`config.mk`:
```
export PLATFORM = sky130hd
export DESIGN_NAME = colc_top
export DESIGN_NICKNAME = d
export VERILOG_FILES = /design/src/hw/colc_top.v
export VERILOG_INCLUDE_DIRS = /design/src /design/src/hw
export SDC_FILE = /design/constraint.sdc
export NUM_CORES = 1
export LEC_CHECK = 0
export BUFFER_PORTS_ARGS = -buffer_cell sky130_fd_sc_hd__buf_2
export CAP_MARGIN = 20
export CORE_MARGIN = 1
export CORE_UTILIZATION = 45
export CTS_BUF_LIST = sky130_fd_sc_hd__clkbuf_16
export CTS_CLUSTER_DIAMETER = 80
export DETAILED_ROUTE_END_ITERATION = 7
export SLEW_MARGIN = 10
export SYNTH_ARGS = -nofsm -noshare
export SYNTH_HDL_FRONTEND = slang
export SYNTH_SLANG_ARGS = --single-unit
```
`constraint.sdc`:
```
create_clock -name mclk -period 5.35 [get_ports mclk]
set_clock_uncertainty 0.2 [all_clocks]
set_input_delay 1.07 -clock mclk [delete_from_list [all_inputs] [get_ports mclk]]
set_output_delay 1.07 -clock mclk [all_outputs]
set_load 0.1 [all_outputs]
```
`src/hw/colc_defines.vh`:
```
// colc_defines.vh: register offsets, field positions, reset values and timing counts
// for the camera output line control block; assumes a 10 MHz mclk.
// How it works
// - With both-edges activation, a rising or a falling edge of the source starts a pulse.
// - After a trigger the line waits pulse_delay_us microseconds, only if the pin is output.
// - The pulse then stays asserted for pulse_width_us microseconds, or without end while it is zero.
// - With soft hold off, the line follows the static level setting directly.
// - The static level only matters when the origin is host-driven level.
// - With soft hold on latch, the pin changes only on a strobe, not on a level write.
// - Static level Active closes the output circuit, Inactive opens it.
// - A read returns every line level now, line one in bit zero, then two, three and four.
// - Any strobe value is accepted; bits zero and one, when set to one, each command their own line.
// - Strobe bit zero drives output line three and bit one drives output line four.
// - A strobe bit of one applies the held level or starts a pulse, per the line's origin.
// - Strobe pulses only on pulse-on-host-strobe lines, updates level only on latch lines.
// - Activation picks rising only, falling only, or either edge as the trigger.
// - A line with origin pulse-on-host-strobe pulses in answer to its strobe bit.
`ifndef COLC_DEFINES_VH
`define COLC_DEFINES_VH

`define COLC_CLK_MHZ        10
`define COLC_US_CYCLES      (`COLC_CLK_MHZ * 1)

// register byte addresses
`define COLC_A_ORIGIN       8'h00
`define COLC_A_ACTIV        8'h04
`define COLC_A_DELAY        8'h08
`define COLC_A_WIDTH        8'h0C
`define COLC_A_HOLD         8'h10
`define COLC_A_LEVEL        8'h14
`define COLC_A_STROBE       8'h18
`define COLC_A_STATUS       8'h1C
`define COLC_A_DIR          8'h20
`define COLC_A_SEL          8'h24

// per line origin select, 2 bits each
`define COLC_ORG_OFF        2'h0
`define COLC_ORG_LEVEL      2'h1
`define COLC_ORG_STROBE     2'h2
`define COLC_ORG_INPUT      2'h3

// activation encoding
`define COLC_ACT_RISE       2'h0
`define COLC_ACT_FALL       2'h1
`define COLC_ACT_BOTH       2'h2

`define COLC_DELAY_RST      24'h000000
`define COLC_WIDTH_RST      24'h000001
`define COLC_CNT_W          24

`define COLC_RESP_OKAY      2'h0
`define COLC_RESP_SLVERR    2'h2

`endif

```
`src/hw/colc_top.v`:
```
// colc_top: two camera output lines (lines three and four) with pulse generator and
// software level control, behind an AXI4-Lite slave; inputs synchronous to mclk.
`timescale 1ns/1ps
`include "colc_defines.vh"

module colc_top #(
    parameter NOUT  = 2,
    parameter NIN   = 2
) (
    input  wire        mclk,
    input  wire        rst_b,
    input  wire [NIN-1:0] line_in,
    output reg  [NOUT-1:0] line_out,
    input  wire [7:0]  s_axi_awaddr,
    input  wire        s_axi_awvalid,
    output reg         s_axi_awready,
    input  wire [31:0] s_axi_wdata,
    input  wire [3:0]  s_axi_wstrb,
    input  wire        s_axi_wvalid,
    output reg         s_axi_wready,
    output reg  [1:0]  s_axi_bresp,
    output reg         s_axi_bvalid,
    input  wire        s_axi_bready,
    input  wire [7:0]  s_axi_araddr,
    input  wire        s_axi_arvalid,
    output reg         s_axi_arready,
    output reg  [31:0] s_axi_rdata,
    output reg  [1:0]  s_axi_rresp,
    output reg         s_axi_rvalid,
    input  wire        s_axi_rready
);

    localparam CW = `COLC_CNT_W;
    localparam [3:0] US_LAST = `COLC_US_CYCLES - 1;
    localparam [1:0] S_IDLE  = 2'h0;
    localparam [1:0] S_DELAY = 2'h1;
    localparam [1:0] S_PULSE = 2'h2;

    // control registers
    reg [2*NOUT-1:0] origin;
    reg [1:0]        activ;
    reg [CW-1:0]     delay_us;
    reg [CW-1:0]     width_us;
    reg [NOUT-1:0]   hold_latch;
    reg [NOUT-1:0]   level_set;
    reg [NOUT-1:0]   dir_out;
    reg [NOUT-1:0]   src_sel;
    reg [NOUT-1:0]   held_level;
    reg [NIN-1:0]    in_prev;

    // write channel capture
    reg [7:0]  wa;
    reg        wa_ok;
    reg [31:0] wd;
    reg [3:0]  ws;
    reg        wd_ok;
    wire       do_wr = wa_ok && wd_ok && !s_axi_bvalid;
    wire [NOUT-1:0] strobe = (do_wr && wa == `COLC_A_STROBE && ws[0]) ?
                             wd[NOUT-1:0] : {NOUT{1'b0}};

    function known_addr;
        input [7:0] a;
        begin
            known_addr = (a <= `COLC_A_SEL) && (a[1:0] == 2'h0);
        end
    endfunction

    always @(posedge mclk) begin
        if (!rst_b) begin
            s_axi_awready <= 1'b1;
            s_axi_wready  <= 1'b1;
            s_axi_bvalid  <= 1'b0;
            s_axi_bresp   <= `COLC_RESP_OKAY;
            wa_ok <= 1'b0;
            wd_ok <= 1'b0;
            wa    <= 8'h00;
            wd    <= 32'h00000000;
            ws    <= 4'h0;
            origin     <= {2*NOUT{1'b0}};
            activ      <= `COLC_ACT_RISE;
            delay_us   <= `COLC_DELAY_RST;
            width_us   <= `COLC_WIDTH_RST;
            hold_latch <= {NOUT{1'b0}};
            level_set  <= {NOUT{1'b0}};
            dir_out    <= {NOUT{1'b1}};
            src_sel    <= {NOUT{1'b0}};
        end else begin
            if (s_axi_awvalid && s_axi_awready) begin
                wa <= s_axi_awaddr;
                wa_ok <= 1'b1;
                s_axi_awready <= 1'b0;
            end
            if (s_axi_wvalid && s_axi_wready) begin
                wd <= s_axi_wdata;
                ws <= s_axi_wstrb;
                wd_ok <= 1'b1;
                s_axi_wready <= 1'b0;
            end
            if (do_wr) begin
                wa_ok <= 1'b0;
                wd_ok <= 1'b0;
                s_axi_bvalid <= 1'b1;
                s_axi_bresp <= known_addr(wa) && wa != `COLC_A_STATUS ?
                               `COLC_RESP_OKAY : `COLC_RESP_SLVERR;
                if (ws[0]) begin
                    case (wa)
                        `COLC_A_ORIGIN: origin <= wd[2*NOUT-1:0];
                        `COLC_A_ACTIV:  activ <= wd[1:0];
                        `COLC_A_HOLD:   hold_latch <= wd[NOUT-1:0];
                        `COLC_A_LEVEL:  level_set <= wd[NOUT-1:0];
                        `COLC_A_DIR:    dir_out <= wd[NOUT-1:0];
                        `COLC_A_SEL:    src_sel <= wd[NOUT-1:0];
                        default: ;
                    endcase
                end
                if (wa == `COLC_A_DELAY) begin
                    if (ws[0]) delay_us[7:0] <= wd[7:0];
                    if (ws[1]) delay_us[15:8] <= wd[15:8];
                    if (ws[2]) delay_us[23:16] <= wd[23:16];
                end
                if (wa == `COLC_A_WIDTH) begin
                    if (ws[0]) width_us[7:0] <= wd[7:0];
                    if (ws[1]) width_us[15:8] <= wd[15:8];
                    if (ws[2]) width_us[23:16] <= wd[23:16];
                end
            end
            if (s_axi_bvalid && s_axi_bready) begin
                s_axi_bvalid  <= 1'b0;
                s_axi_awready <= 1'b1;
                s_axi_wready  <= 1'b1;
            end
        end
    end

    // read channel: status sampled at the accept edge
    always @(posedge mclk) begin
        if (!rst_b) begin
            s_axi_arready <= 1'b1;
            s_axi_rvalid  <= 1'b0;
            s_axi_rdata   <= 32'h00000000;
            s_axi_rresp   <= `COLC_RESP_OKAY;
        end else if (s_axi_arvalid && s_axi_arready) begin
            s_axi_arready <= 1'b0;
            s_axi_rvalid  <= 1'b1;
            s_axi_rresp   <= known_addr(s_axi_araddr) ? `COLC_RESP_OKAY : `COLC_RESP_SLVERR;
            case (s_axi_araddr)
                `COLC_A_ORIGIN: s_axi_rdata <= {{(32-2*NOUT){1'b0}}, origin};
                `COLC_A_ACTIV:  s_axi_rdata <= {30'h00000000, activ};
                `COLC_A_DELAY:  s_axi_rdata <= {8'h00, delay_us};
                `COLC_A_WIDTH:  s_axi_rdata <= {8'h00, width_us};
                `COLC_A_HOLD:   s_axi_rdata <= {{(32-NOUT){1'b0}}, hold_latch};
                `COLC_A_LEVEL:  s_axi_rdata <= {{(32-NOUT){1'b0}}, level_set};
                // line1, line2 inputs low bits, then output lines
                `COLC_A_STATUS: s_axi_rdata <= {{(32-NIN-NOUT){1'b0}}, line_out, line_in};
                `COLC_A_DIR:    s_axi_rdata <= {{(32-NOUT){1'b0}}, dir_out};
                `COLC_A_SEL:    s_axi_rdata <= {{(32-NOUT){1'b0}}, src_sel};
                default:        s_axi_rdata <= 32'h00000000;
            endcase
        end else if (s_axi_rvalid && s_axi_rready) begin
            s_axi_rvalid  <= 1'b0;
            s_axi_arready <= 1'b1;
        end
    end

    always @(posedge mclk) begin
        if (!rst_b)
            in_prev <= {NIN{1'b0}};
        else
            in_prev <= line_in;
    end

    genvar g;
    generate
        for (g = 0; g < NOUT; g = g + 1) begin : gl
            reg  [1:0]    st;
            reg  [CW-1:0] cnt;
            // per line microsecond prescaler, restarted at each phase so
            // delay and width are whole microseconds, not tick-phase dependent
            reg  [3:0]    sub;
            wire          sub_wrap = (sub == US_LAST);
            wire [1:0]    org = origin[2*g+1:2*g];
            wire          src = line_in[src_sel[g]];
            wire          was = in_prev[src_sel[g]];
            wire          rise = src && !was;
            wire          fall = !src && was;
            wire          edge_hit = (activ == `COLC_ACT_RISE && rise) ||
                                     (activ == `COLC_ACT_FALL && fall) ||
                                     (activ == `COLC_ACT_BOTH && (rise || fall));
            wire          trig = (org == `COLC_ORG_INPUT && edge_hit) ||
                                 (org == `COLC_ORG_STROBE && strobe[g]);
            always @(posedge mclk) begin
                if (!rst_b) begin
                    st <= S_IDLE;
                    cnt <= {CW{1'b0}};
                    sub <= 4'h0;
                    held_level[g] <= 1'b0;
                    line_out[g] <= 1'b0;
                end else begin
                    if (org == `COLC_ORG_LEVEL && hold_latch[g] && strobe[g])
                        held_level[g] <= level_set[g];
                    case (st)
                        S_IDLE: begin
                            cnt <= {CW{1'b0}};
                            sub <= 4'h0;
                            if (trig && dir_out[g])
                                st <= S_DELAY;
                        end
                        // triggers while busy ignored until done
                        S_DELAY: begin
                            if (cnt >= delay_us) begin
                                st <= S_PULSE;
                                cnt <= {CW{1'b0}};
                                sub <= 4'h0;
                            end else begin
                                sub <= sub_wrap ? 4'h0 : sub + 4'h1;
                                if (sub_wrap)
                                    cnt <= cnt + 1'b1;
                            end
                        end
                        S_PULSE: begin
                            if (cnt >= width_us && width_us != {CW{1'b0}})
                                st <= S_IDLE;
                            else begin
                                sub <= sub_wrap ? 4'h0 : sub + 4'h1;
                                if (sub_wrap)
                                    cnt <= cnt + 1'b1;
                            end
                        end
                        default: st <= S_IDLE;
                    endcase
                    // 1 = circuit closed
                    case (org)
                        `COLC_ORG_LEVEL: line_out[g] <= hold_latch[g] ?
                                         held_level[g] : level_set[g];
                        `COLC_ORG_STROBE,
                        `COLC_ORG_INPUT: line_out[g] <= (st == S_PULSE) &&
                                         !(cnt >= width_us && width_us != {CW{1'b0}});
                        default: line_out[g] <= 1'b0;
                    endcase
                end
            end
        end
    endgenerate

endmodule // colc_top

```
# Word-level counts from Yosys, hierarchy flattened
# Cells that the tools add are included.
[classes] addsub=4 n_mul=0 div_mod_pow=0 n_lt_le_gt_ge=8 eq_ne=39 n_shift=0 n_mux=44 bitwise=1 reduce_logical=82
[op_table] cell="24-bit one-hot mux with 9 select lines" count=1
[op_table] cell="24-bit two-way mux" count=6
[op_table] cell="24-bit one-hot mux with 3 select lines" count=2
[op_table] cell="24-bit greater-or-equal comparator" count=4
[op_table] cell="24-bit by 1-bit adder with 24-bit output (second input constant)" count=2
[op_table] cell="8-bit by 5-bit == test with 1-bit output (second input constant)" count=6
[op_table] cell="3-bit AND reduction" count=14
[op_table] cell="1-bit logical AND" count=36
[op_table] cell="8-bit by 4-bit == test with 1-bit output (second input constant)" count=4
[op_table] cell="8-bit by 6-bit == test with 1-bit output (second input constant)" count=4
[op_table] cell="4-bit two-way mux" count=6
[op_table] cell="4-bit one-hot mux with 3 select lines" count=2
[op_table] cell="24-bit nonzero test" count=1
[op_table] cell="2-bit two-way mux" count=9
[op_table] cell="8-bit by 3-bit == test with 1-bit output (second input constant)" count=2
[op_table] cell="8-bit by 6-bit less-or-equal comparator with 1-bit output (second input constant)" count=2
[op_table] cell="8-bit zero test" count=2
[op_table] cell="2-bit inequality test (second input constant)" count=8
[op_table] cell="2-bit == test (second input constant)" count=7
[op_table] cell="1-bit two-way mux" count=14
[op_table] cell="2-bit one-hot mux with 3 select lines" count=2
[op_table] cell="2-bit by 1-bit == test with 1-bit output (second input constant)" count=5
[op_table] cell="2-bit zero test" count=5
[op_table] cell="4-bit by 1-bit adder with 4-bit output (second input constant)" count=2
[op_table] cell="11 further kinds" count=32
[word_totals] register_bits=206 latchBits=0 mem_bits_rw=0 rom_bits=0 word_cells=214 mem_count=0

# Depth between registers and ports, before layout
[logic_depth] word_depth=12 depth_mapped=12 depth_no_buf=10

# Least setup slack after synthesis
# Ideal clock, no wire load.
[synth_timing] kind="input-to-reg" start="input s_axi_araddr[1]" end="register s_axi_rdata[10]" setup_ns=0.078 arrival_time_ns=2.692 slack_ns=2.380 cell_stages=6 path_buffers=1 cell_sequence="or4_1 > nor4_1 > and2_0 > clkbuf_1 > a221oi_1 > nor3_1"
[synth_between] elab_chain_cells=2 word_cells_on_any_way=10
[synth_lines] element="start: declaration" line_no="colc_top.v:24" rtl="input wire [7:0] s_axi_araddr,"
[synth_lines] element="8-bit by 6-bit == test with 1-bit output (tied with other cells)" line_no="colc_top.v:146" rtl="case (s_axi_araddr)"
[synth_lines] element="24-bit one-hot mux with 9 select lines (*)" line_no="colc_top.v:146"
[synth_lines] element="end signal: assignment" line_no="colc_top.v:147" rtl="`COLC_A_ORIGIN: s_axi_rdata <= {{(32-2*NOUT){1'b0}}, origin};"
[synth_lines] element="end signal: assignment" line_no="colc_top.v:148" rtl="`COLC_A_ACTIV: s_axi_rdata <= {30'h00000000, activ};"
[synth_lines] element="end signal: assignment" line_no="colc_top.v:149" rtl="`COLC_A_DELAY: s_axi_rdata <= {8'h00, delay_us};"
[synth_lines] element="end: declaration" line_no="colc_top.v:27" rtl="output reg [31:0] s_axi_rdata,"
# Every way passes the cells marked *; elsewhere a longest branch is shown, timed or not.
# A chain may end at the register's enable or synchronous reset.

# Worst setup path in the final report
[layout_timing] start="register width_us[23]" end="register gl[1].cnt[7]"
[layout_between] elab_chain_cells=4 word_cells_on_any_way=5
[layout_lines] element="start: declaration" line_no="colc_top.v:43" rtl="reg [CW-1:0] width_us;"
[layout_lines] element="start signal: assignment" line_no="colc_top.v:82" rtl="width_us <= `COLC_WIDTH_RST;"
[layout_lines] element="start signal: assignment" line_no="colc_top.v:124" rtl="if (ws[2]) width_us[23:16] <= wd[23:16];"
[layout_lines] element="24-bit greater-or-equal comparator / 24-bit nonzero test (equally long branches)" line_no="colc_top.v:221" rtl="if (cnt >= width_us && width_us != {CW{1'b0}})"
[layout_lines] element="1-bit logical AND (*)" line_no="colc_top.v:221"
[layout_lines] element="2-bit inequality test (no line) (*)"
[layout_lines] element="2-bit AND reduction (no line) (*)"
[layout_lines] element="end signal: assignment" line_no="colc_top.v:212" rtl="cnt <= {CW{1'b0}};"
[layout_lines] element="end signal: assignment" line_no="colc_top.v:217" rtl="cnt <= cnt + 1'b1;"
[layout_lines] element="end signal: assignment" line_no="colc_top.v:226" rtl="cnt <= cnt + 1'b1;"
[layout_lines] element="end: declaration" line_no="colc_top.v:176" rtl="reg [CW-1:0] cnt;"
# Marks and branches as above.

==> impl_metrics.csv <==
group,metric,value,unit
synthesis,synth-seq-cells,196,
min_path,worstHoldStart,"ws[1]",
global_route,grt_pass1_vias,9707,
drt,drcViolationCount,0,
global_route,grt_start_max_net_pins,168,
drt,vias,10210,
min_path,holdCritPathClass,"flop to flop",
synthesis,synth_cell_type_count,74,
cells_and_area,finalNetCount,1603,
setup_path,crit_chain,"inv_1 -> ha_1 -> nand4_1 -> nor4_1 -> a21oi_1 -> o311a_1 -> a41oi_2 -> buf_4 -> nand2b_1 -> o32ai_1",
place,portBuffers,84,
clock_tree,cts_tree,"built",
setup_path,r2r_start,"width_us[23]",
floorplan,dieArea,25770,um2
setup_path,path_max_fanout,41,
pwr,max-vdd-ir-drop,0.1467,mV
setup_path,cp.depth,10,
floorplan,die_w,160.5,um
pwr,cellPowerDensity,257.6,nW/um2
drt,wl_per_cell,17.80,um
clock_tree,clk_pin_slew_worst_paths,0.08,ns
drt,drt_iter0_drc,719,
cells_and_area,layoutNonFillerInstCount,1768,
clock_tree,clock_sinks,196,
setup_path,cp-start-kind,"flop",
floorplan,pin_count,104,
setup_path,slowest_stage,"nand2b_1",
setup_path,path_buf_inv,2,
setup_path,max_stage_delay,0.55,ns
timing,layout_setup_ws,1.875,ns
cells_and_area,area_growth,11.06,%
job,cap_viol_max_count,0,
global_route,grt_pass1_wl,50480,um
cells_and_area,layout-drive-gt1-share,0.1074,
setup_path,r2r-end,"gl[1].cnt[7]",
clock_tree,clk_path_buf_depth,2,
place,dpl.cell_count,1735,
timing,worst_pin_slew,1.044,ns
timing,clock.fmax,0.2878,GHz
clock_tree,clk_latency,0.46,ns
cells_and_area,nFillCells,2398,
drt,ant_nets,0,
clock_tree,clock-root-buffer,"clkbuf_16",
floorplan,core.rowCount,57,
clock_tree,post-cts-setup-buffers,0,
synthesis,seq_area_frac_synth,0.3469,
setup_path,regToRegSetupSlack,1.87,ns
timing,setup_viol,0,
setup_path,r2r_cells,10,
timing,maxSlewViolCount,0,
synthesis,syn-cell-area,11310,um2
floorplan,die_h,160.5,um
drt,via_per_inst,5.772,
place,routabilityCongestion,0.8479,
global_route,antenna_found_initial,2,
clock_tree,post_cts_resize_count,0,
setup_path,crit_family,"simple AND/OR/NAND/NOR gates",
pwr,leakage,0.004964,uW
clock_tree,ctsHoldBuffers,0,
setup_path,endpoint_kind,"flop",
setup_path,crit_end,"gl[1].cnt[7]",
min_path,holdPathStages,2,
pwr,totalPowerFinal,3236,uW
global_route,grt.overflow.total,0,
timing,hold_violations,0,
global_route,gr-max-usage-layer,"met2",
synthesis,synth-edff-count,0,
setup_path,cp.required,5.46,ns
place,detailed_place_hpwl,22500,um
timing,fin_crit,3.475,ns
setup_path,cp.arrival,3.59,ns
drt,postRouteWirelength,31480,um
floorplan,initial_core_util,0.4624,
place,dp_slack,1.963,ns
setup_path,path_class,"flop to flop",
setup_path,startpoint,"width_us[23]",
synthesis,syn_inst,1379,
global_route,use_met1,0.3167,
clock_tree,htreeDepth,4,
clock_tree,numCtsBuffers,17,
timing,grt_setup_unrepaired,"no",
global_route,grt_use_met2,0.4154,
floorplan,core_area,24460,um2
synthesis,yosys_warnings,0,
synthesis,synthFlopType,"dfxtp_1",
global_route,grt_util_all_layers,0.2472,
synthesis,synthArstFlopShare,0,
global_route,grtUsageMet3,0.03667,
synthesis,synth_area_per_cell,8.202,um2
timing,tns,0,ns
timing,relSlewSlack,0.3043,
timing,period_share,0.6495,
drt,dr.pass1.iters,8,
run_status,status,"finished, final reports clean",
[flip-flops by register name, summed over array words and instances, names as in the netlist, 8 cells and up]
name / count
wa: 8
wd: 24
gl.cnt: 48
gl.sub: 8
s_axi_rdata: 24
delay_us: 24
width_us: 24
[through the flow]
step / hold WS (ns) / cell area (um2) / util
finish: 0.2772 / 12560 / 0.5135
global route: 0.2947 / 12560 / 0.5134
CTS: 0.2735 / 12560 / 0.5134
detailed placement: 0.2618 / 11950 / 0.4883
global placement: 0.2549 / 11950 / 0.4883
floorplan: 0.2447 / 11340 / -
[kinds of logic after synthesis]
logic type | after synthesis | synth area share
simple gates | 539 | 0.2295
compound gates | 290 | 0.1660
flops | 196 | 0.3469
buf+inv | 158 | 0.05807
fa+ha+maj | 112 | 0.1239
mux | 83 | 0.07522
other cells | 1 | 0.0003315
[worst min-delay path by stage]
stage                       end  slack [ns]
after floorplan           wa[0]        0.24
after global placement    ws[2]        0.25
after detailed placement  ws[1]        0.26
after CTS                 ws[1]        0.27
after global routing      ws[2]        0.29
final                     ws[1]        0.28
[power breakdown]
group / total [uW] / leakage [uW] / switching, uW / internal, uW
clock: 1330 / 0.000294 / 694 / 635
combinational: 375 / 0.00308 / 284 / 91.4
sequential: 1530 / 0.00159 / 35.0 / 1500
[routing by layer]
metal | vias to the layer above | wire length [um]
met5 | - | 0
met4 | 0 | 812
met2 | 243 | 14760
met1 | 4829 | 14420
met3 | 54 | 1486
li1 | 5079 | -
[Yosys cell counts, types with 5 or more instances]
cell type  instances  area [um2]
a221oi_1          23       201.4
o31ai_1            6       45.04
o211ai_1           7       52.55
dfxtp_1          196        3924
inv_1             85       319.1
nand2_1          173       649.4
nand4b_1           6       52.55
mux2i_1           76       760.7
and3_1            14       87.58
nor3_1            36       180.2
mux2_2             6       67.56
buf_2              8       40.04
clkbuf_1          48       180.2
nand4_1           23       143.9
ha_1             112        1401
o2111ai_1          6       52.55
a31oi_1           19       118.9
buf_4             10       75.07
nor2_1           136       510.5
nand2b_1           9       56.30
nand3_1           55       275.3
nor2b_1            8       50.05
o21ai_0           40       200.2
a211oi_1           9       67.56
or4_1             26       195.2
o22ai_1           14       87.58
a2bb2oi_1          5       43.79
nor4_1            13       81.33
and2_1             6       37.54
a21oi_1          112       560.5
or3_1              9       56.30
[cells in the final DEF (no fill, tap or decap), types with 10 or more instances in the layout]
cell type  count
a21oi_1      112
a221oi_1      23
a31oi_1       19
and3_1        14
buf_2         84
buf_4         11
clkbuf_16     17
conb_1        10
dfxtp_1      196
ha_1         112
inv_1         84
mux2i_1       76
nand2_1      173
nand3_1       55
nand4_1       23
nor2_1       136
nor3_1        36
nor4_1        13
o21ai_0       40
o22ai_1       14
or4_1         26
[area by class of cell]
class                   count  area (um2)  share of cell area
diodes                      1       2.502           0.0001992
clock buffers              17       425.4             0.03386
clock inverters            15       188.9             0.01504
inverters                  85       321.6             0.02560
multi-input cells        1034        6771              0.5390
flip-flops and latches    196        3924              0.3124
well taps                 324       405.4             0.03227
repair buffers             96       523.0             0.04163
[tightest hold or removal path: stages, from the launching register on]
cell,delay (ns)
dfxtp_1,0.33
nand2_1,0.06
a21oi_1,0.05
Note: power is estimated with default switching activity, not from simulation.
